`src/common/rrso_pkg.sv`:
```
// package of constants and carriers for the return, rotate and sleep executor
package rrso_pkg;
    localparam int RRSO_DATA_W = 8;
    localparam int RRSO_ADDR_W = 7;
    localparam int RRSO_PC_W = 15;
    localparam int RRSO_DEPTH = 16;
    localparam int RRSO_SP_W = 4;
    localparam int RRSO_WDT_W = 16;
    localparam int RRSO_PRE_W = 8;
    localparam logic [RRSO_DATA_W-1:0] RRSO_W_RESET = 8'h00;
    localparam logic [RRSO_PC_W-1:0] RRSO_PC_RESET = 15'h0000;
    localparam logic [RRSO_SP_W-1:0] RRSO_SP_RESET = 4'h0;
    localparam logic [RRSO_WDT_W-1:0] RRSO_WDT_CLEAR = 16'h0000;
    localparam logic [RRSO_PRE_W-1:0] RRSO_PRE_CLEAR = 8'h00;
    localparam logic [RRSO_PRE_W-1:0] RRSO_PRE_LIMIT = 8'hFF;
    localparam logic RRSO_DEST_W = 1'b0;
    localparam logic RRSO_DEST_F = 1'b1;

    // operation selector given by the outer decoder
    typedef enum logic [2:0] {
        RRSO_OP_NONE = 3'b000,
        RRSO_OP_RETLIT = 3'b001,
        RRSO_OP_RETURN = 3'b010,
        RRSO_OP_ROTL = 3'b011,
        RRSO_OP_ROTR = 3'b100,
        RRSO_OP_SLEEP = 3'b101
    } rrso_op_type;

    // one decoded instruction
    typedef struct packed {
        rrso_op_type op;
        logic [RRSO_DATA_W-1:0] literal;
        logic [RRSO_ADDR_W-1:0] file_addr;
        logic dest;
    } rrso_instr_type;

    // write request toward the data file
    typedef struct packed {
        logic we;
        logic [RRSO_ADDR_W-1:0] addr;
        logic [RRSO_DATA_W-1:0] data;
    } rrso_fwrite_type;
endpackage

```
`src/rtl/rrso_watchdog.sv`:
```
// watchdog counter with prescaler and a synchronous clear
`timescale 1ns/10ps
`default_nettype none
module rrso_watchdog #(
    parameter int PRE_W = rrso_pkg::RRSO_PRE_W,
    parameter int CNT_W = rrso_pkg::RRSO_WDT_W
) (
    input wire logic sys_clk,
    input wire logic rst_b,
    input wire logic clear,
    output logic [CNT_W-1:0] count,
    output logic [PRE_W-1:0] prescale
);
    wire tick = (prescale == rrso_pkg::RRSO_PRE_LIMIT[PRE_W-1:0]);

    // prescaler gives a one-cycle tick enable; clear wins over counting
    always_ff @(posedge sys_clk)
    begin
        if (!rst_b || clear)
        begin
            prescale <= rrso_pkg::RRSO_PRE_CLEAR[PRE_W-1:0];
            count <= rrso_pkg::RRSO_WDT_CLEAR[CNT_W-1:0];
        end
        else
        begin
            prescale <= prescale + 1'b1;
            if (tick)
                count <= count + 1'b1;
        end
    end
endmodule // rrso_watchdog
`default_nettype wire

```
`src/rtl/rrso_core.sv`:
```
// executor for return-with-literal, return, rotates through carry and sleep
//
// Decided for this implementation: strobed register access and the register addresses.
`timescale 1ns/10ps
`default_nettype none
module rrso_core #(
    parameter int DEPTH = rrso_pkg::RRSO_DEPTH
) (
    input wire logic sys_clk,
    input wire logic rst_b,
    input wire logic instr_valid,
    input wire rrso_pkg::rrso_instr_type instr,
    input wire logic push_en,
    input wire logic [rrso_pkg::RRSO_PC_W-1:0] push_addr,
    input wire logic [rrso_pkg::RRSO_DATA_W-1:0] file_rdata,
    input wire logic wake,
    output logic instr_ready,
    output logic [rrso_pkg::RRSO_DATA_W-1:0] working_reg,
    output logic [rrso_pkg::RRSO_PC_W-1:0] program_counter,
    output logic pc_load,
    output rrso_pkg::rrso_fwrite_type file_wr,
    output logic carry_flag,
    output logic powerdown_flag_n,
    output logic timeout_flag_n,
    output logic asleep,
    output logic [rrso_pkg::RRSO_SP_W-1:0] stack_ptr,
    output logic [rrso_pkg::RRSO_WDT_W-1:0] watchdog_counter,
    output logic [rrso_pkg::RRSO_PRE_W-1:0] watchdog_prescale
);
    ////////////////////////////////////////////////////////////////////////
    // state
    typedef enum logic [1:0] {
        RRSO_ST_RUN = 2'b00,
        RRSO_ST_RET2 = 2'b01,
        RRSO_ST_SLEEP = 2'b10
    } rrso_state_type;

    rrso_state_type state;
    rrso_state_type next_state;
    logic [rrso_pkg::RRSO_PC_W-1:0] stack_mem [DEPTH];
    logic wdt_clear;

    ////////////////////////////////////////////////////////////////////////
    // decode
    // an instruction is only decoded in the run state, so a refused one has no effect
    wire run = (state == RRSO_ST_RUN) && instr_valid;
    wire is_retlit = run && (instr.op == rrso_pkg::RRSO_OP_RETLIT);
    wire is_return = run && (instr.op == rrso_pkg::RRSO_OP_RETURN);
    wire is_rotl = run && (instr.op == rrso_pkg::RRSO_OP_ROTL);
    wire is_rotr = run && (instr.op == rrso_pkg::RRSO_OP_ROTR);
    wire is_sleep = run && (instr.op == rrso_pkg::RRSO_OP_SLEEP);
    wire is_pop = is_retlit || is_return;
    wire is_rot = is_rotl || is_rotr;
    // top entry sits one below the pointer; pointer names the next free slot
    wire [rrso_pkg::RRSO_SP_W-1:0] top_idx = stack_ptr - 1'b1;
    wire [rrso_pkg::RRSO_PC_W-1:0] top_entry = stack_mem[top_idx];
    wire [rrso_pkg::RRSO_DATA_W-1:0] rotl_val = {file_rdata[6:0], carry_flag};
    wire rotl_c = file_rdata[7];
    wire [rrso_pkg::RRSO_DATA_W-1:0] rotr_val = {carry_flag, file_rdata[7:1]};
    wire rotr_c = file_rdata[0];
    // both rotates share one result path; the select follows the opcode
    wire [rrso_pkg::RRSO_DATA_W-1:0] rot_val = is_rotl ? rotl_val : rotr_val;
    wire rot_c = is_rotl ? rotl_c : rotr_c;
    wire rot_to_w = is_rot && (instr.dest == rrso_pkg::RRSO_DEST_W);
    wire rot_to_f = is_rot && (instr.dest == rrso_pkg::RRSO_DEST_F);

    ////////////////////////////////////////////////////////////////////////
    // next state: returns take a second cycle, sleep halts until wake
    // returns spend their second cycle in the return state so that fetch slot is refused
    always_comb
    begin
        next_state = state;
        case (state)
            RRSO_ST_RUN:
            begin
                if (is_pop)
                    next_state = RRSO_ST_RET2;
                else if (is_sleep)
                    next_state = RRSO_ST_SLEEP;
            end
            RRSO_ST_RET2:
                next_state = RRSO_ST_RUN;
            RRSO_ST_SLEEP:
                if (wake)
                    next_state = RRSO_ST_RUN;
            // unused codes fall back to run so the machine cannot lock up
            default:
                next_state = RRSO_ST_RUN;
        endcase
    end

    always_ff @(posedge sys_clk)
    begin
        if (!rst_b)
            state <= RRSO_ST_RUN;
        else
            state <= next_state;
    end

    ////////////////////////////////////////////////////////////////////////
    // return stack; a push from the call path is ignored during a pop
    // pointer wraps at the depth; an empty-stack pop is not guarded, callers keep balance
    always_ff @(posedge sys_clk)
    begin
        if (!rst_b)
            stack_ptr <= rrso_pkg::RRSO_SP_RESET;
        else if (is_pop)
            stack_ptr <= top_idx;
        else if (push_en && state == RRSO_ST_RUN)
            stack_ptr <= stack_ptr + 1'b1;
    end

    // no reset on the array: entries are only read after a push
    always_ff @(posedge sys_clk)
    begin
        if (push_en && state == RRSO_ST_RUN && !is_pop)
            stack_mem[stack_ptr] <= push_addr;
    end

    ////////////////////////////////////////////////////////////////////////
    // program counter load; pc_load marks the fresh value for one cycle
    // program_counter holds the last popped address until the next pop
    always_ff @(posedge sys_clk)
    begin
        if (!rst_b)
        begin
            program_counter <= rrso_pkg::RRSO_PC_RESET;
            pc_load <= 1'b0;
        end
        else
        begin
            pc_load <= 1'b0;
            if (is_pop)
            begin
                program_counter <= top_entry;
                pc_load <= 1'b1;
            end
        end
    end

    ////////////////////////////////////////////////////////////////////////
    // working register, carry and file write-back
    always_ff @(posedge sys_clk)
    begin
        if (!rst_b)
        begin
            working_reg <= rrso_pkg::RRSO_W_RESET;
            carry_flag <= 1'b0;
            file_wr <= '0;
        end
        else
        begin
            // address and data are registered every cycle; only we qualifies them
            file_wr.we <= rot_to_f;
            file_wr.addr <= instr.file_addr;
            file_wr.data <= rot_val;
            if (is_retlit)
                working_reg <= instr.literal;
            else if (rot_to_w)
                working_reg <= rot_val;
            // carry changes only on a rotate
            if (is_rot)
                carry_flag <= rot_c;
        end
    end

    ////////////////////////////////////////////////////////////////////////
    // sleep flags; both read high after reset as after power-up
    // sleep clears powerdown_flag_n and holds timeout_flag_n high; only reset sets powerdown_flag_n high again
    always_ff @(posedge sys_clk)
    begin
        if (!rst_b)
        begin
            powerdown_flag_n <= 1'b1;
            timeout_flag_n <= 1'b1;
            asleep <= 1'b0;
        end
        else
        begin
            if (is_sleep)
            begin
                powerdown_flag_n <= 1'b0;
                timeout_flag_n <= 1'b1;
            end
            asleep <= (next_state == RRSO_ST_SLEEP);
        end
    end

    // ready reflects next cycle's ability to accept
    // taken from next_state so the output stays a flop yet tracks the state
    always_ff @(posedge sys_clk)
    begin
        if (!rst_b)
            instr_ready <= 1'b1;
        else
            instr_ready <= (next_state == RRSO_ST_RUN);
    end

    ////////////////////////////////////////////////////////////////////////
    // sleep clears watchdog and prescaler
    // clear lands in the sleep cycle itself so the count restarts from zero at once
    assign wdt_clear = is_sleep;

    rrso_watchdog #(
        .PRE_W(rrso_pkg::RRSO_PRE_W),
        .CNT_W(rrso_pkg::RRSO_WDT_W)
    ) u_wdt (
        .sys_clk(sys_clk),
        .rst_b(rst_b),
        .clear(wdt_clear),
        .count(watchdog_counter),
        .prescale(watchdog_prescale)
    );
endmodule // rrso_core
`default_nettype wire

```
`config.mk`:
```
export PLATFORM = sky130hd
export DESIGN_NAME = rrso_core
export DESIGN_NICKNAME = d
export VERILOG_FILES = /design/src/common/rrso_pkg.sv /design/src/rtl/rrso_watchdog.sv /design/src/rtl/rrso_core.sv
export SDC_FILE = /design/constraint.sdc
export NUM_CORES = 1
export LEC_CHECK = 0
export BUFFER_PORTS_ARGS = -buffer_cell sky130_fd_sc_hd__buf_2
export CORE_MARGIN = 2
export CORE_UTILIZATION = 59
export CTS_CLUSTER_DIAMETER = 120
export DETAILED_ROUTE_END_ITERATION = 12
export PLACE_DENSITY_LB_ADDON = 0.25
export SYNTH_ARGS = -nofsm -noshare
export SYNTH_HDL_FRONTEND = slang
export SYNTH_HIERARCHICAL = 1
export SYNTH_SLANG_ARGS = --single-unit
```
`constraint.sdc`:
```
create_clock -name sys_clk -period 3.1 [get_ports sys_clk]
set_input_delay 0.465 -clock sys_clk [delete_from_list [all_inputs] [get_ports sys_clk]]
set_output_delay 0.465 -clock sys_clk [all_outputs]
set_load 0.02 [all_outputs]
```
# Word level (Yosys, flattened, before mapping)
# Memory sizes are Yosys's and may differ from the RTL's. A register that Yosys moved wholly into a read port is not among the register bits.
# Index checks and enable logic that the tools add are counted.
# word_totals
out_inout_bits	73
reg_bits	59
elab_cells	60
mem_bits_rw	240
n_memories	1
in_bits	47
# memory_table
name	words	width	read_ports	rd_ports_with_merged_regs	write_ports	line_no	text
stack_mem	16	15	1	1	1	rrso_core.sv:40	logic [rrso_pkg::RRSO_PC_W-1:0] stack_mem [DEPTH];
# classes
muxes	13
n_reduce_logical	20
addsub	4
eq_ne	8
bitwise_logic	1
# ops
op	n
8-bit two-way mux	3
16-bit by 1-bit adder with 16-bit output (second input constant)	1
1-bit logical AND	10
8-bit by 1-bit adder with 8-bit output (second input constant)	1
8-bit == test (second input constant)	1
4-bit two-way mux	2
3-bit by 2-bit == test with 1-bit output (second input constant)	2
3-bit == test (second input constant)	2
2-bit two-way mux	3
4-bit by 1-bit adder with 4-bit output (second input constant)	1
2-bit == test (second input constant)	2
2-bit zero test	2
1-bit two-way mux	4
2-bit one-hot mux with 2 select lines	1
2-bit nonzero test	2
4-bit by 1-bit subtractor with 4-bit output (second input constant)	1
3-bit by 1-bit == test with 1-bit output (second input constant)	1
1-bit zero test	3
1-bit logical OR	3
1-bit inverter	1

# Logic depth before layout (Yosys ltp)
# depth
word_depth	8
depth_mapped	10
depth_no_buf	6

# Hierarchy
# Netlist, hierarchy kept.
# modules_own_cells
module	instances	cells_each	seq_area_each_um2	area_per_inst_um2
rrso_core	1	694	8207.9	11572.3
rrso_watchdog	1	123	480.5	1047.3

# Worst setup path before layout
# Ideal clock, no wire load.
# synth_timing
kind	register to register
from	register stack_ptr[0] in the netlist's numbering
to	register program_counter[0] in the netlist's numbering, read port of stack_mem
stages_incl_launch_ff	9
setup_slack_ns	0.134
arrival_ns	2.850
path_buffers	2
period_less_slack_ns	2.966
setup_time_ns	0.116
required_time_ns	2.984
cell_sequence	dfxtp_1 > clkinv_1 > clkbuf_1 > ha_1 > xor2_2 > buf_6 > mux4_1 > nand2b_1 > a41o_1
# synth_between
elab_chain_cells	1
# synth_rtl
item	line_no	text
start: declaration	rrso_core.sv:26	output logic [rrso_pkg::RRSO_SP_W-1:0] stack_ptr,
start signal: assignment	rrso_core.sv:106	stack_ptr <= rrso_pkg::RRSO_SP_RESET;
start signal: assignment	rrso_core.sv:108	stack_ptr <= top_idx;
start signal: assignment	rrso_core.sv:110	stack_ptr <= stack_ptr + 1'b1;
4-bit by 1-bit subtractor with 4-bit output	rrso_core.sv:55	wire [rrso_pkg::RRSO_SP_W-1:0] top_idx = stack_ptr - 1'b1;
end: declaration	rrso_core.sv:19	output logic [rrso_pkg::RRSO_PC_W-1:0] program_counter,
# Every way passes these cells.
# A chain may end at the register's enable or synchronous reset.

# Worst setup path after layout
# layout_timing
from	register stack_ptr[1] in the netlist's numbering
to	register program_counter[13] in the netlist's numbering, read port of stack_mem
# The elaborated chain is that of the path after synthesis.

==> flow_summary.toml <==
[outcome]
outcome = "finished clean"

[finish]
syn2layout_area_growth_pct = 16.0
final_common_cell = "edfxtp_1"
diodes = 0
largest_reg_flops = 240
largest_register = "stack_mem"
final_cell_mix = "240 x edfxtp_1, 118 x buf_2, 84 x mux2i_1"
layout-drive-gt1-share_pct = 23.3
largestRegisters = "stack_mem: 240 flops, file_wr: 16 flops, u_wdt/count: 16 flops"
nets = 1017

[critical_path]
criticalPathCategory = "flip-flop to flip-flop"
required_ns = 3.53
worstSetupStartpointType = "flip-flop"
arrival_ns = 3.03
cp-end-kind = "flip-flop"
cp_max_fo = 60

[sta]
fmax_mhz = 385
finalSetupViolations = 0
finalCritPeriodShare_pct = 83.8
hold_ws_ns = 0.116
fin_skew_ns = 0.0155
fin_setup_tns_ns = 0
grt_setup_unrepaired = "false"
timing.final.hold_violations = 0
min_period_ns = 2.60
drv_slew = 0
slew_headroom_pct = 54.3
layout_setup_ws_ns = 0.503
max_slew.worst_pin.slew_ns = 0.680

[clock_tree]
cts_setup_buffers = 0
clk_latency_ns = 0.55
cts.path.max_buffers = 3
clk_pin_slew_ns = 0.06
numCtsBuffers = 31
htree_levels = 1
cts_root_buf = "clkbuf_16"
cts_resized = 0
cts_tree = "built"
postCtsHoldBufs = 0
clkSinkCount = 314

[logic_synthesis]
syn-num-nets = 871
synth_area_sq_mm = 0.0126
avgSynthCellArea_sq_um = 15.4
ys_ff_latch = 314
synthTopCellsByArea = "edfxtp_1 57%, dfxtp_1 12%, mux2i_1 6.7%"
netlist.top_cell.by_area = "edfxtp_1"
netlist_instances = 817
synth-edff-count = 240
synthFlopType = "edfxtp_1"
synth.distinct_cells = 56
synthArstFlopShare_pct = 0
yosysWarnings = 6
synth.top_cell.area_share_pct = 57.1
yosysSeqAreaShare_pct = 68.8

[floorplan]
die_x_um = 150
core_area_sq_mm = 0.0210
start_util_pct = 60.0
fp-row-count = 53
io_pins = 120
die_height_um = 150
die-area_sq_mm = 0.0226

[global_routing]
grt_pass1_wl_um = 41200
grtUsageTotal_pct = 24.3
grt_pass1_vias = 7225
grt_max_degree = 61
antenna_found_initial = 0
overflow = 0

[detailed_routing]
drc = 0
viasPerCell = 5.84
wl_per_cell_um = 21.1
firstDrtPassIters = 5
vias = 7372
drt-initial-drc-count = 711
drtAntennaViolNets = 0
routed_wirelength_um = 26700

[flow_run]
drv_cap = 0

[placed_design]
place_hpwl_um = 17200
place.gp.congestion = 0.855
portBuffers = 118
dp_slack_ns = 0.521

[worst_hold_path]
hold_class = "input pin to flip-flop"

[pwr]
power_density_mw_per_mm2 = 666
p_leak_nw = 5.50
vdd_drop_max_mv = 0.420
design_power_total_mw = 9.75
-- where the power goes --
part	total (mW)	internal [mW]	switching, mW
Sequential	4.69	4.64	0.0568
Clock	3.62	2.10	1.51
Combinational	1.44	0.621	0.819
Total	9.75	7.36	2.39
-- cells in the mapped netlist (6+ instances only) --
cell,instances
o2bb2ai_1,8
xnor2_1,12
o32ai_1,8
and2_1,20
ha_1,7
o31ai_1,7
nand2b_1,20
o21ai_0,10
nor3_1,6
a21oi_1,18
dfxtp_1,74
mux4_2,17
a32o_1,6
or3_1,9
clkbuf_1,19
inv_1,17
mux4_1,13
buf_2,10
nor2_1,43
a41o_1,9
buf_4,6
nand2_1,61
nand3_1,29
mux2i_1,84
o2bb2a_1,6
edfxtp_1,240
-- worst paths after layout --
kind                            startpoint                               end  slack (ns)  cells after the start
max              stack_ptr[1]$_SDFFE_PN0P_  program_counter[13]$_SDFFE_PN0P_        0.50                      7
min                               instr[4]            file_wr[11]$_SDFF_PN0_        0.12                      2
max reg2reg      stack_ptr[1]$_SDFFE_PN0P_  program_counter[13]$_SDFFE_PN0P_        0.50                      7
min reg2reg  powerdown_flag_n$_SDFFE_PN1P_     powerdown_flag_n$_SDFFE_PN1P_        0.44                      2
-- critical path, stage by stage, from the launching register on --
cell and delay, ns:
dfxtp_1 0.44, inv_1 0.16, ha_1 0.33, xor2_4 0.19, buf_12 0.33, mux4_1 0.59
nand2b_1 0.17, a41o_1 0.23
-- metal layers --
metal / track usage (%) / up-vias / wire length [um]
met5: 0 / - / 0
met1: 33.8 / 3610 / 11100
li1: - / 3439 / -
met4: 6.42 / 0 / 523
met2: 39.8 / 288 / 13000
met3: 4.58 / 35 / 2090
-- cell type report --
| class | count | area (sq um) |
|---|---|---|
| inverter | 19 | 71.3 |
| tap | 275 | 344 |
| clock inverter | 21 | 185 |
| multi-input combinational | 444 | 3650 |
| sequential | 314 | 8690 |
| fill | 1439 | 6390 |
| clock buffer | 36 | 805 |
| timing repair buffer | 153 | 891 |
-- cell families (layout without fill, tap and decap cells) --
logic type                 Yosys count  in the layout  share of synthesized area (%)
AOI/OAI and AO/OA                   81             81                           5.00
xor gates and xnor gates            17             17                           1.24
adders and majority gates            7              7                          0.694
buffers and inverters               59            229                           2.47
DFF                                314            314                           68.8
muxes                              114            114                           12.4
other                                1              1                         0.0297
and+or+nand+nor                    224            224                           9.32
-- through the flow --
step | instances | instance area (sq um) | util [%]
after floorplan | 817 | 12600 | -
after global placement | 1205 | 13600 | 64.9
after detailed placement | 1205 | 13600 | 64.9
after CTS | 1262 | 14600 | 69.6
after global routing | 1262 | 14600 | 69.6
final | 1262 | 14600 | 69.6
(Power assumes the default switching activity.)
